===== config.mk =====
export PLATFORM = sky130hd
export DESIGN_NAME = ssrdm_top
export DESIGN_NICKNAME = d
export VERILOG_FILES = /design/src/ssrdm_pkg.sv /design/src/ssrdm_top.sv
export SDC_FILE = /design/constraint.sdc
export NUM_CORES = 1
export LEC_CHECK = 0
export ABC_AREA = 1
export BUFFER_PORTS_ARGS = -buffer_cell sky130_fd_sc_hd__buf_4
export CAP_MARGIN = 10
export CORE_MARGIN = 8
export CORE_UTILIZATION = 61
export DETAILED_ROUTE_END_ITERATION = 16
export GPL_TIMING_DRIVEN = 0
export MAX_ROUTING_LAYER = met4
export PLACE_DENSITY = 0.81
export SYNTH_ARGS = -nofsm -noshare
export SYNTH_HDL_FRONTEND = slang
export SYNTH_SLANG_ARGS = --single-unit

===== constraint.sdc =====
create_clock -name aclk -period 4.1 [get_ports aclk]
set_clock_uncertainty 0.15 [all_clocks]
set_input_delay 0 -clock aclk [delete_from_list [all_inputs] [get_ports aclk]]
set_output_delay 0 -clock aclk [all_outputs]
set_load 0.05 [all_outputs]

===== src/ssrdm_pkg.sv =====
`default_nettype none
package ssrdm_pkg;
  // Clock and derived cycle counts.
  localparam int CLK_PERIOD_NS = 10;
  localparam int IDLE_ENTRY_NS = 6;
  localparam int IDLE_ENTRY_CYC = (IDLE_ENTRY_NS / CLK_PERIOD_NS < 1) ? 1 :
    IDLE_ENTRY_NS / CLK_PERIOD_NS;
  localparam int U23_EXIT_US = 1;
  localparam int U23_EXIT_CYC = (U23_EXIT_US * 1000 + CLK_PERIOD_NS - 1) /
    CLK_PERIOD_NS;
  localparam int DISC_EXIT_US = 2;
  localparam int DISC_EXIT_CYC = (DISC_EXIT_US * 1000 + CLK_PERIOD_NS - 1) /
    CLK_PERIOD_NS;
  localparam int U23_IDLE_US = 10;
  localparam int U23_IDLE_CYC = (U23_IDLE_US * 1000 + CLK_PERIOD_NS - 1) /
    CLK_PERIOD_NS;
  localparam int RXDET_PERIOD_US = 100;
  localparam int RXDET_PERIOD_CYC = RXDET_PERIOD_US * 1000 / CLK_PERIOD_NS;

  // Three-level pin codes from the pin sense comparators.
  localparam logic [1:0] LVL_LOW = 2'h0;
  localparam logic [1:0] LVL_FLOAT = 2'h1;
  localparam logic [1:0] LVL_HIGH = 2'h2;

  // Positions inside the vector of synchronised pin inputs.
  localparam int ASYNC_W = 13;
  localparam int PIN_SEL = 0;
  localparam int PIN_FE_HOST = 1;
  localparam int PIN_FE_CONN = 2;
  localparam int PIN_TRAFFIC = 3;
  localparam int PIN_LFPS = 4;
  localparam int PIN_HA = 5;
  localparam int PIN_HB = 7;
  localparam int PIN_CA = 9;
  localparam int PIN_CB = 11;

  // Register map and fields.
  localparam logic [7:0] REG_CTRL = 8'h00;
  localparam logic [7:0] REG_STATUS = 8'h04;
  localparam logic [7:0] REG_CONFIG = 8'h08;
  localparam logic [7:0] REG_LOG = 8'h0c;
  localparam int CTRL_LOG_EN = 0;
  localparam int CTRL_FORCE_DISC = 1;
  localparam logic [1:0] CTRL_RESET = 2'h0;
  localparam logic [1:0] RESP_OKAY = 2'h0;
  localparam logic [1:0] RESP_SLVERR = 2'h2;
  localparam int LOG_W = 8;
  localparam int LOG_DEPTH = 8;

  typedef enum logic [3:0] {
    ST_DISC = 4'h1,
    ST_EXIT = 4'h2,
    ST_U0 = 4'h4,
    ST_U23 = 4'h8
  } ssrdm_state_t;

  // Entry {de[1:0], swing, eq[1:0]}; de 0/3.5/6 dB, swing 0.9/1.1 V,
  // eq 0/3/6/9 dB. Index is pin_a * 3 + pin_b.
  localparam logic [4:0] HOST_TBL [0:8] = '{5'h0d, 5'h09, 5'h05, 5'h01,
    5'h0c, 5'h08, 5'h04, 5'h00, 5'h16};
  localparam logic [4:0] CONN_TBL [0:8] = '{5'h14, 5'h0c, 5'h08, 5'h10,
    5'h0e, 5'h0a, 5'h16, 5'h12, 5'h17};
endpackage : ssrdm_pkg
`default_nettype wire


===== src/ssrdm_top.sv =====
// Local design decisions: the placing of the registers and register access over AXI4-Lite.
`timescale 1ns/1ps
`default_nettype none

module ssrdm_fifo #(
  parameter int WIDTH = 8,
  parameter int DEPTH = 8
) (
  input wire logic aclk,
  input wire logic aresetn,
  input wire logic [WIDTH-1:0] in_data,
  input wire logic in_valid,
  output logic in_ready,
  output logic [WIDTH-1:0] out_data,
  output logic out_valid,
  input wire logic out_ready
);
  localparam int AW = $clog2(DEPTH);
  logic [WIDTH-1:0] mem_ff [0:DEPTH-1];
  logic [AW-1:0] wr_ptr_ff;
  logic [AW-1:0] rd_ptr_ff;
  logic [AW:0] count_ff;
  logic push;
  logic pop;

  // Full and empty come from the count so neither can lie.
  assign in_ready = (count_ff != (AW+1)'(DEPTH));
  assign out_valid = (count_ff != '0);
  assign out_data = mem_ff[rd_ptr_ff];
  assign push = in_valid & in_ready;
  assign pop = out_valid & out_ready;

  // Pointers wrap at the depth, which need not be a power of two.
  always_ff @(posedge aclk)
  begin
    if (!aresetn)
    begin
      wr_ptr_ff <= '0;
      rd_ptr_ff <= '0;
      count_ff <= '0;
    end
    else
    begin
      if (push)
        wr_ptr_ff <= (wr_ptr_ff == AW'(DEPTH - 1)) ? '0 : wr_ptr_ff + 1'b1;
      if (pop)
        rd_ptr_ff <= (rd_ptr_ff == AW'(DEPTH - 1)) ? '0 : rd_ptr_ff + 1'b1;
      count_ff <= count_ff + (AW+1)'(push) - (AW+1)'(pop);
    end
  end

  // Storage needs no reset; only valid entries are ever read.
  always_ff @(posedge aclk)
  begin
    if (push)
      mem_ff[wr_ptr_ff] <= in_data;
  end
endmodule : ssrdm_fifo

module ssrdm_top
  import ssrdm_pkg::*;
#(
  parameter int RXDET_CYC = RXDET_PERIOD_CYC
) (
  input wire logic aclk,
  input wire logic aresetn,
  input wire logic [7:0] s_axi_awaddr,
  input wire logic s_axi_awvalid,
  output logic s_axi_awready,
  input wire logic [31:0] s_axi_wdata,
  input wire logic [3:0] s_axi_wstrb,
  input wire logic s_axi_wvalid,
  output logic s_axi_wready,
  output logic [1:0] s_axi_bresp,
  output logic s_axi_bvalid,
  input wire logic s_axi_bready,
  input wire logic [7:0] s_axi_araddr,
  input wire logic s_axi_arvalid,
  output logic s_axi_arready,
  output logic [31:0] s_axi_rdata,
  output logic [1:0] s_axi_rresp,
  output logic s_axi_rvalid,
  input wire logic s_axi_rready,
  input wire logic orient_sel,
  input wire logic [1:0] host_side_cond_pin_a,
  input wire logic [1:0] host_side_cond_pin_b,
  input wire logic [1:0] conn_side_cond_pin_a,
  input wire logic [1:0] conn_side_cond_pin_b,
  input wire logic fe_term_host,
  input wire logic fe_term_conn,
  input wire logic ss_traffic_det,
  input wire logic lfps_det,
  output logic conn1_route_en,
  output logic conn2_route_en,
  output logic conn1_gnd_en,
  output logic conn2_gnd_en,
  output logic [1:0] host_deemphasis_level,
  output logic host_output_swing_level,
  output logic [1:0] host_rx_equalization_gain,
  output logic [1:0] conn_deemphasis_level,
  output logic conn_output_swing_level,
  output logic [1:0] conn_rx_equalization_gain,
  output logic rx_term_en,
  output logic redrive_en,
  output logic tx_idle,
  output logic rxdet_start
);
  logic [ASYNC_W-1:0] pin_raw;
  logic [ASYNC_W-1:0] pin_val;

  // Every pin is asynchronous; a change counts once stages two and three
  // agree, which also filters a single-cycle glitch.
  assign pin_raw = {conn_side_cond_pin_b, conn_side_cond_pin_a,
    host_side_cond_pin_b, host_side_cond_pin_a, lfps_det, ss_traffic_det,
    fe_term_conn, fe_term_host, orient_sel};
  for (genvar i = 0; i < ASYNC_W; i++)
  begin : g_sync
    logic s1_ff;
    logic s2_ff;
    logic s3_ff;
    logic val_ff;
    always_ff @(posedge aclk)
    begin
      if (!aresetn)
      begin
        s1_ff <= 1'b0;
        s2_ff <= 1'b0;
        s3_ff <= 1'b0;
        val_ff <= 1'b0;
      end
      else
      begin
        s1_ff <= pin_raw[i];
        s2_ff <= s1_ff;
        s3_ff <= s2_ff;
        if (s2_ff == s3_ff)
          val_ff <= s3_ff;
      end
    end
    assign pin_val[i] = val_ff;
  end

  logic sel_val;
  logic both_term;
  logic act_val;
  logic lfps_val;
  logic [1:0] lv_ha;
  logic [1:0] lv_hb;
  logic [1:0] lv_ca;
  logic [1:0] lv_cb;
  logic [3:0] host_idx;
  logic [3:0] conn_idx;
  logic [4:0] host_set;
  logic [4:0] conn_set;

  // The unused fourth code is read as floating, the safe middle level.
  assign sel_val = pin_val[PIN_SEL];
  assign both_term = pin_val[PIN_FE_HOST] & pin_val[PIN_FE_CONN];
  assign lfps_val = pin_val[PIN_LFPS];
  assign act_val = pin_val[PIN_TRAFFIC] | lfps_val;
  assign lv_ha = (pin_val[PIN_HA+:2] == 2'h3) ? LVL_FLOAT : pin_val[PIN_HA+:2];
  assign lv_hb = (pin_val[PIN_HB+:2] == 2'h3) ? LVL_FLOAT : pin_val[PIN_HB+:2];
  assign lv_ca = (pin_val[PIN_CA+:2] == 2'h3) ? LVL_FLOAT : pin_val[PIN_CA+:2];
  assign lv_cb = (pin_val[PIN_CB+:2] == 2'h3) ? LVL_FLOAT : pin_val[PIN_CB+:2];
  // Widen before the product so the high row index is not truncated.
  assign host_idx = ({2'h0, lv_ha} * 4'h3) + {2'h0, lv_hb};
  assign conn_idx = ({2'h0, lv_ca} * 4'h3) + {2'h0, lv_cb};
  assign host_set = HOST_TBL[host_idx];
  assign conn_set = CONN_TBL[conn_idx];

  logic [1:0] ctrl_ff;
  logic log_en;
  logic force_disc;
  logic [15:0] tick_cnt_ff;
  logic tick;
  assign log_en = ctrl_ff[CTRL_LOG_EN];
  assign force_disc = ctrl_ff[CTRL_FORCE_DISC];
  assign tick = (tick_cnt_ff == 16'(RXDET_CYC - 1));

  // Divider for the periodic receiver-detect enable pulse.
  always_ff @(posedge aclk)
  begin
    if (!aresetn)
      tick_cnt_ff <= '0;
    else
      tick_cnt_ff <= tick ? '0 : tick_cnt_ff + 16'h0001;
  end

  ssrdm_state_t st_ff;
  ssrdm_state_t st_want;
  logic [7:0] exit_cnt_ff;
  logic [9:0] idle_cnt_ff;
  logic log_ready;
  logic take;
  logic log_pop;
  logic [LOG_W-1:0] log_data;
  logic log_valid;

  // Next state; the event log may stall a move only while logging is on.
  always_comb
  begin
    st_want = st_ff;
    case (st_ff)
      ST_DISC:
        if (tick && both_term && !force_disc)
          st_want = ST_EXIT;
      ST_EXIT:
        if (exit_cnt_ff == 8'h00)
          st_want = ST_U0;
      ST_U0:
        if (!act_val && idle_cnt_ff == 10'(U23_IDLE_CYC - 1))
          st_want = ST_U23;
      ST_U23:
        if (tick && !both_term)
          st_want = ST_DISC;
        else if (act_val && both_term)
          st_want = ST_EXIT;
      default:
        st_want = ST_DISC;
    endcase
    if (force_disc)
      st_want = ST_DISC;
  end
  assign take = (st_want != st_ff) && (!log_en || log_ready);

  // State register and the exit and idle timers.
  always_ff @(posedge aclk)
  begin
    if (!aresetn)
    begin
      st_ff <= ST_DISC;
      exit_cnt_ff <= '0;
      idle_cnt_ff <= '0;
    end
    else
    begin
      if (take)
        st_ff <= st_want;
      if (take && st_want == ST_EXIT)
        exit_cnt_ff <= (st_ff == ST_U23) ? 8'(U23_EXIT_CYC - 1) :
          8'(DISC_EXIT_CYC - 1);
      else if (exit_cnt_ff != 8'h00)
        exit_cnt_ff <= exit_cnt_ff - 8'h01;
      idle_cnt_ff <= (st_ff != ST_U0 || act_val) ? '0 :
        (idle_cnt_ff == 10'(U23_IDLE_CYC - 1)) ? idle_cnt_ff :
        idle_cnt_ff + 10'h001;
    end
  end

  // While logging is on, every transition is logged as {old state, new state}.
  ssrdm_fifo #(
    .WIDTH(LOG_W),
    .DEPTH(LOG_DEPTH)
  ) u_log (
    .aclk(aclk),
    .aresetn(aresetn),
    .in_data({st_ff, st_want}),
    .in_valid(take && log_en),
    .in_ready(log_ready),
    .out_data(log_data),
    .out_valid(log_valid),
    .out_ready(log_pop)
  );

  // Pin side outputs, all registered; a one-cycle lag fits the idle
  // entry time only because that time is below one clock.
  always_ff @(posedge aclk)
  begin
    if (!aresetn)
    begin
      conn1_route_en <= 1'b0;
      conn2_route_en <= 1'b0;
      conn1_gnd_en <= 1'b1;
      conn2_gnd_en <= 1'b1;
      host_deemphasis_level <= '0;
      host_output_swing_level <= 1'b0;
      host_rx_equalization_gain <= '0;
      conn_deemphasis_level <= '0;
      conn_output_swing_level <= 1'b0;
      conn_rx_equalization_gain <= '0;
      rx_term_en <= 1'b0;
      redrive_en <= 1'b0;
      tx_idle <= 1'b1;
      rxdet_start <= 1'b0;
    end
    else
    begin
      conn1_route_en <= sel_val;
      conn2_route_en <= !sel_val;
      conn1_gnd_en <= !sel_val;
      conn2_gnd_en <= sel_val;
      host_deemphasis_level <= lfps_val ? 2'h0 : host_set[4:3];
      host_output_swing_level <= host_set[2];
      host_rx_equalization_gain <= host_set[1:0];
      conn_deemphasis_level <= lfps_val ? 2'h0 : conn_set[4:3];
      conn_output_swing_level <= conn_set[2];
      conn_rx_equalization_gain <= conn_set[1:0];
      rx_term_en <= (st_ff != ST_DISC);
      redrive_en <= (st_ff == ST_U0);
      tx_idle <= !(st_ff == ST_U0 && act_val);
      rxdet_start <= tick && (st_ff == ST_DISC || st_ff == ST_U23);
    end
  end

  logic [7:0] aw_addr_ff;
  logic [31:0] w_data_ff;
  logic w_strb0_ff;
  logic wr_go;
  logic [31:0] rd_word;
  logic rd_ok;
  logic ar_take;

  // Read decode; a read of the log pops one entry if there is one.
  assign wr_go = !s_axi_awready && !s_axi_wready && !s_axi_bvalid;
  assign ar_take = s_axi_arvalid && s_axi_arready;
  assign log_pop = ar_take && (s_axi_araddr == REG_LOG) && log_valid;
  assign rd_ok = (s_axi_araddr == REG_CTRL) || (s_axi_araddr == REG_STATUS) ||
    (s_axi_araddr == REG_CONFIG) || (s_axi_araddr == REG_LOG);
  assign rd_word = (s_axi_araddr == REG_CTRL) ? {30'h0, ctrl_ff} :
    (s_axi_araddr == REG_STATUS) ? {21'h0, lfps_val, pin_val[PIN_TRAFFIC],
      pin_val[PIN_FE_CONN], pin_val[PIN_FE_HOST], sel_val, log_ready,
      log_valid, st_ff} :
    (s_axi_araddr == REG_CONFIG) ? {22'h0, conn_set, host_set} :
    (s_axi_araddr == REG_LOG) ? {23'h0, log_valid, log_data} : 32'h0;

  // Write channel: address and data are caught in either order.
  always_ff @(posedge aclk)
  begin
    if (!aresetn)
    begin
      s_axi_awready <= 1'b1;
      s_axi_wready <= 1'b1;
      s_axi_bvalid <= 1'b0;
      s_axi_bresp <= RESP_OKAY;
      aw_addr_ff <= '0;
      w_data_ff <= '0;
      w_strb0_ff <= 1'b0;
      ctrl_ff <= CTRL_RESET;
    end
    else
    begin
      if (s_axi_awvalid && s_axi_awready)
      begin
        aw_addr_ff <= s_axi_awaddr;
        s_axi_awready <= 1'b0;
      end
      if (s_axi_wvalid && s_axi_wready)
      begin
        w_data_ff <= s_axi_wdata;
        w_strb0_ff <= s_axi_wstrb[0];
        s_axi_wready <= 1'b0;
      end
      if (wr_go)
      begin
        s_axi_bvalid <= 1'b1;
        s_axi_bresp <= (aw_addr_ff == REG_CTRL) ? RESP_OKAY : RESP_SLVERR;
        if (aw_addr_ff == REG_CTRL && w_strb0_ff)
          ctrl_ff <= w_data_ff[1:0];
      end
      if (s_axi_bvalid && s_axi_bready)
      begin
        s_axi_bvalid <= 1'b0;
        s_axi_awready <= 1'b1;
        s_axi_wready <= 1'b1;
      end
    end
  end

  // Read channel: one read at a time, answered the cycle after arvalid.
  always_ff @(posedge aclk)
  begin
    if (!aresetn)
    begin
      s_axi_arready <= 1'b1;
      s_axi_rvalid <= 1'b0;
      s_axi_rdata <= '0;
      s_axi_rresp <= RESP_OKAY;
    end
    else if (ar_take)
    begin
      s_axi_arready <= 1'b0;
      s_axi_rvalid <= 1'b1;
      s_axi_rdata <= rd_word;
      s_axi_rresp <= rd_ok ? RESP_OKAY : RESP_SLVERR;
    end
    else if (s_axi_rvalid && s_axi_rready)
    begin
      s_axi_rvalid <= 1'b0;
      s_axi_arready <= 1'b1;
    end
  end

  // Age in the exit state, saturating, and whether it was entered from
  // U2/U3; a counter keeps the long wait out of the property itself.
  logic [7:0] exit_age_ff;
  logic from_u23_ff;
  always_ff @(posedge aclk)
  begin
    if (!aresetn)
    begin
      exit_age_ff <= '0;
      from_u23_ff <= 1'b0;
    end
    else
    begin
      exit_age_ff <= (st_ff != ST_EXIT) ? 8'h00 :
        (exit_age_ff == 8'hff) ? exit_age_ff : exit_age_ff + 8'h01;
      from_u23_ff <= (st_ff == ST_U23) ? 1'b1 :
        (st_ff == ST_EXIT) ? from_u23_ff : 1'b0;
    end
  end
endmodule : ssrdm_top

`default_nettype wire


# Word-level counts from Yosys, hierarchy flattened
# Memory sizes are Yosys's and may differ from the RTL's. A register that Yosys moved wholly into a read port is not among the register bits.
# Cells that the tools add are included.
[word_totals]
register_bits = 172
latch_bits = 0
mem_bits_rw = 64
rom_bits = 160
inputBits = 72
out_inout_bits = 59
word_cells = 222
mem_count = 3
[mem_list]
columns = ["name", "depth", "width", "read_ports", "rd_ports_with_merged_regs", "write_ports", "line_no", "source"]
rows = [
  ["(name not given)", 16, 5, 1, 0, 0, "ssrdm_top.sv:169", "assign conn_set = CONN_TBL[conn_idx];"],
  ["(name not given)", 16, 5, 1, 0, 0, "ssrdm_top.sv:168", "assign host_set = HOST_TBL[host_idx];"],
  ["u_log.mem_ff", 8, 8, 1, 1, 1, "ssrdm_top.sv:19", "logic [WIDTH-1:0] mem_ff [0:DEPTH-1];"],
]
[classes]
n_addsub = 9
n_mul = 2
div = 0
n_lt_le_gt_ge = 2
n_eq_ne = 33
shifts = 0
n_mux = 34
bitwise = 7
n_reduce_logical = 47
[ops]
columns = ["op", "count"]
rows = [
  ["$logic_not A8 Y1", 3],
  ["$mux W4", 6],
  ["$mux W8", 3],
  ["$mux W11", 2],
  ["$logic_and A1 B1 Y1", 20],
  ["$mux W5", 4],
  ["$add A16 B1 Y16 const B", 1],
  ["$eq A16 B14 Y1 const B", 1],
  ["$eq A8 B4 Y1 const B", 2],
  ["$pmux W4 S4", 1],
  ["$eq A1 B1 Y1", 13],
  ["$mux W2", 6],
  ["$mux W3", 4],
  ["$add A10 B1 Y10 const B", 1],
  ["$eq A10 B10 Y1 const B", 1],
  ["$ge A5 B5 Y1 const B", 2],
  ["$mux W10", 1],
  ["$not A4 Y5", 2],
  ["$logic_not A1 Y1", 9],
  ["$mux W9", 1],
  ["$add A4 B2 Y4", 2],
  ["$eq A2 B2 Y1 const B", 4],
  ["$eq A4 B2 Y1 const B", 2],
  ["$eq A8 B3 Y1 const B", 1],
  ["other kinds (23)", 42],
]

# Depth between registers and ports, before layout
[depth]
ltp_word = 12
mapped_depth = 21
depth_no_buf = 21

# Cells and area by module
# Synthesis repeated with hierarchy kept, for this count alone.
[unflattened]
hier_cells = 1138
hier_area_um2 = 9394.0
[modules_own_cells]
columns = ["mod", "n_inst", "cells_per_inst", "area_per_inst_um2"]
rows = [
  ["ssrdm_top", 1, 767, 5836.8],
  ["ssrdm_fifo", 1, 371, 3557.2],
]

# Worst setup path before layout
# No wires, ideal clock.
[synth_path]
path_type = "register -> register"
start = "reg g_sync[10].val_ff"
end = "reg s_axi_rdata[8]"
setup_ns = 0.132
arrival_ns = 2.343
required_time_ns = 3.818
setup_slack_ns = 1.475
stages_incl_launch_ff = 12
cell_sequence = "dfxtp_1 -> or2_2 -> ha_1 -> ha_1 -> fa_1 -> or2_2 -> o211ai_1 -> nand2_1 -> nand2_1 -> nand2_1 -> nand2_1 -> a21oi_1"
[synth_between]
elab_chain_len = 11
[synth_lines]
columns = ["element", "line_no", "source"]
rows = [
  ["start, declared", "ssrdm_top.sv:121", "logic val_ff;"],
  ["start signal, assigned", "ssrdm_top.sv:129", "val_ff <= 1'b0;"],
  ["start signal, assigned", "ssrdm_top.sv:137", "val_ff <= s3_ff;"],
  ["$eq A2 B2 Y1", "ssrdm_top.sv:163", "assign lv_ca = (pin_val[PIN_CA+:2] == 2'h3) ? LVL_FLOAT : pin_val[PIN_CA+:2];"],
  ["$mux W2 (*)", "ssrdm_top.sv:163", ""],
  ["$mul A2 B2 Y4 (*)", "ssrdm_top.sv:167", "assign conn_idx = ({2'h0, lv_ca} * 4'h3) + {2'h0, lv_cb};"],
  ["$add A4 B2 Y4 (*)", "ssrdm_top.sv:167", ""],
  ["$not A4 Y5 (not written as such) (*)", "ssrdm_top.sv:169", ""],
  ["$mem_v2 Z16 W5 (*)", "-", ""],
  ["$mux W5 (not written as such) (*) (2 in series)", "ssrdm_top.sv:169", ""],
  ["$mux W10 (*)", "ssrdm_top.sv:323", "(s_axi_araddr == REG_CONFIG) ? {22'h0, conn_set, host_set} :"],
  ["$mux W11 (*)", "ssrdm_top.sv:320", "(s_axi_araddr == REG_STATUS) ? {21'h0, lfps_val, pin_val[PIN_TRAFFIC],"],
  ["$mux W11 (*)", "ssrdm_top.sv:319", "assign rd_word = (s_axi_araddr == REG_CTRL) ? {30'h0, ctrl_ff} :"],
  ["end signal, assigned", "ssrdm_top.sv:383", "s_axi_rdata <= rd_word;"],
  ["end, declared", "ssrdm_top.sv:80", "output logic [31:0] s_axi_rdata,"],
]
# Mark *: on every way between the ends. The rest lies on a longest branch, timed or not. The select of a mux whose other input is x is not followed.
# A chain may end at the register's enable or synchronous reset.

# Final worst setup path
[layout_path]
start = "in s_axi_araddr[0]"
end = "reg u_log.count_ff[2]"
[layout_between]
elab_chain_len = 5
[layout_lines]
columns = ["element", "line_no", "source"]
rows = [
  ["start, declared", "ssrdm_top.sv:77", "input wire logic [7:0] s_axi_araddr,"],
  ["$eq A8 B4 Y1", "ssrdm_top.sv:316", "assign log_pop = ar_take && (s_axi_araddr == REG_LOG) && log_valid;"],
  ["$logic_and A1 B1 Y1 (2 in series)", "ssrdm_top.sv:316", ""],
  ["$and A1 B1 Y1", "ssrdm_top.sv:31", "assign pop = out_valid & out_ready;"],
  ["net u_log.pop", "ssrdm_top.sv:24", "logic pop;"],
  ["$sub A4 B1 Y4", "ssrdm_top.sv:48", "count_ff <= count_ff + (AW+1)'(push) - (AW+1)'(pop);"],
  ["end signal, assigned", "ssrdm_top.sv:48", ""],
  ["end, declared", "ssrdm_top.sv:22", "logic [AW:0] count_ff;"],
]
# The timed path passes the listed nets, and every way through them passes these cells.

==> results.md <==
* Static leakage at 4.97 nW
* Ys flop type: dfxtp_1
* Total grt overflow at 0
* Achievable Freq at approximately 270 MHz
* Minimum clock period at 3660 ps
* I/O pins at 131
* Hold depth at 6
* Mapped cell area at 0.00895 mm^2
* Worst path bufs/invs at 5
* Later-pin clock latency in the skew report at 500 ps
* Die Height at 137 um
* Avg Inst Size Synth at ~8.9 um^2
* Post-synth ARST share at 0%
* Hold Vio Cnt, Final at 0
* Post-synth top area cell: dfxtp_1
* Required @ worst endpoint at 4340 ps
* H-tree lvl count at 1
* Critical Path AT at 3900 ps
* Number of synthesized flops with an enable pin at 64
* RSZ-0062 raised after global routing: false
* Max-slew violations at 0
* GRT Util Overall at about a quarter
* Worst path max stage delay at 640 ps
* Core area at 0.0144 mm^2
* Initial Utilization at 62.1%
* Bufs on Longest Clock Path at 3
* Die W at roughly 140 um
* Levels on crit path at 15
* Critical path type: in -> reg
* Final Cycle Share at 89.3%
* Setup TNS at 0 ps
* Worst rel slew slack at roughly 40%
* Total clock sinks at 216
* Critical-path cell list: dlygate4sd3_1, buf_4, nor2_1, dlygate4sd3_1, nand2_1, nor3_2, nand2_1, nor2_1, ha_1, inv_1, ha_1, inv_1, fa_1, o21ai_0, a21oi_1
* Post-synth top area share at 34.0%
* Post-CTS sizing at 0
* Crit-path max FO at 9
* Slew @ Worst Pin at approximately 900 ps
* Gate Count Post-Synth at roughly 1000
* Critical path startpoint category: primary input
* Initial DRC count at 630
* Reg2Reg Depth at 12
* Routed wire length at roughly 23000 um
* Critical Path End Type: flip-flop
* Via count at 7440
* Filler cells at 923
* Yosys reg bits at 216
* Post-DP Area at approximately 0.0098 mm^2
* CTS Buf Count at 22
* Largest net degree at the start of global routing at 15
* Synth top area cells: dfxtp_1, edfxtp_1, nand2_1, inv_1, nor2_1
* Yosys cell types at between 40 and 50
* Placer Congestion at 0.905
* Total power draw at 5.14 mW
* Initial antenna violation count at 0
* Die Area at 0.0188 mm^2
* Max-cap violations at 0
* Vias in the first global route at 7269
* CTS clk-pin slew, worst paths at 60 ps
* # setup viols final at 0
* Antenna cells at 0
* Status: completed
* Nets at between 1000 and 1500
* Number of port buffers at 74
* Worst hold margin at ~36 ps
* Root Driver: clkbuf_16
* Power Dens Cells at 463 mW/mm^2
* Non-Filler Cell Area, Final at 0.0111 mm^2
* Post-synthesis sequential area ratio at 55.4%
* Remaining DRCs at 0
* Hold WC Path Type: in -> reg
* DP Wirelength at 14500 um
* Share of layout cells above drive strength 1 at 14.8%
* Most frequent cells after synthesis: nand2_1, dfxtp_1, inv_1, nor2_1, o21ai_0
* CTS tree: done
* Num rows at 44
* Syn-to-layout area delta at 24.1%
* DR pass1 iterations at 5
* Synth warn at 0
* Vias per cell at 5.37
* Slowest CP cell: dlygate4sd3_1
* Avg WL per Cell at 16.4 um
* Final ANT Viol Nets at 0
* Crit path max-delay family: buffers and inverters
* First-pass GRT wire length at 35600 um
* Most repeated cell in the gate-level netlist after synthesis: nand2_1
* Worst vdd ir at 296 uV
-- worst reg2reg max path: cells and delay by family (launching register included) --
family	cells	cell delay [ps]
compound gates	2	370
fa+ha+maj	3	1030
buf+inv	1	560
flops	1	330
simple gates	6	1050
-- final timing paths --
path / from / to / slack, ps
hold reg to reg: g_sync[7].s1_ff$_SDFF_PN0_ / g_sync[7].s2_ff$_SDFF_PN0_ / 260
hold / removal: s_axi_araddr[4] / s_axi_rdata[10]$_SDFFE_PN0P_ / 40
setup reg to reg: g_sync[10].val_ff$_SDFFE_PN0N_ / s_axi_rdata[8]$_SDFFE_PN0P_ / 480
setup / recovery: s_axi_araddr[0] / u_log.count_ff[2]$_SDFF_PN0_ / 440
-- routing by layer --
| layer | GRT usage (%) | part of all wire [%] |
|---|---|---|
| met1 | 28.3 | 39 |
| met2 | 43.0 | 51 |
| met3 | 4.00 | 7.9 |
| met4 | 7.79 | 2.6 |
| met5 | - | 0 |
-- placed cells by master (no fill, tap or decap), types with 23 or more instances in the layout --
cell type	n
inv_1	136
edfxtp_1	64
nand3_1	27
conb_1	23
buf_4	97
dfxtp_1	152
clkbuf_1	32
dlygate4sd3_1	57
o21ai_0	78
nand2_1	155
a21oi_1	60
clkbuf_16	23
nor2_1	135
-- flip-flops by register name, summed over array words and instances (netlist names), 8 cells and up, named ones only --
| name | flops |
|---|---|
| idle_cnt_ff | 10 |
| g_sync.s3_ff | 13 |
| g_sync.val_ff | 13 |
| tick_cnt_ff | 16 |
| aw_addr_ff | 8 |
| g_sync.s2_ff | 13 |
| u_log.mem_ff | 64 |
| exit_cnt_ff | 8 |
| g_sync.s1_ff | 13 |
| s_axi_rdata | 11 |
-- repair_timing --
action	4_1_cts	5_1_grt
hold buffers	57	0
hold endpoints to repair	66	0
setup buffers	0	0
-- power breakdown --
part | leakage, nW | total, mW | switching, mW | internal (mW)
clock network | 0.354 | 1.99 | 0.806 | 1.19
logic | 2.78 | 0.752 | 0.475 | 0.277
registers | 1.83 | 2.40 | 0.0881 | 2.31
-- cell type report --
type	instances	area (um^2)	share of cell area [%]
Buffer	53	289	2.60
Clock buffer	36	676	6.08
Clock inverter	4	47.5	0.428
Inverter	139	522	4.69
Multi-Input combinational cell	623	3260	29.3
Sequential cell	216	4960	44.7
Tap cell	184	230	2.07
Timing Repair Buffer	131	1130	10.1
-- through the flow --
| stage | setup WS (ps) | utilization (%) | std cells |
|---|---|---|---|
| CTS | 636 | 77.1 | 1386 |
| detailed placement | 899 | 68.1 | 1289 |
| finish | 438 | 77.1 | 1386 |
| global placement | 967 | 68.1 | 1289 |
| global route | 259 | 77.1 | 1386 |
| floorplan | 1470 | - | 1031 |
-- logic make-up (layout without fill, tap and decap cells) --
| kind of cell | Yosys count | in the layout | synth area share (%) |
|---|---|---|---|
| fa+ha+maj | 22 | 22 | 3.33 |
| buf+inv | 192 | 363 | 9.06 |
| other cells | 1 | 23 | 0.0419 |
| flops | 216 | 216 | 55.4 |
| compound gates | 176 | 176 | 10.9 |
| simple gates | 388 | 388 | 19.7 |
| xor+xnor | 4 | 4 | 0.391 |
| mux | 10 | 10 | 1.12 |
Power figures use the tool's default switching activity.
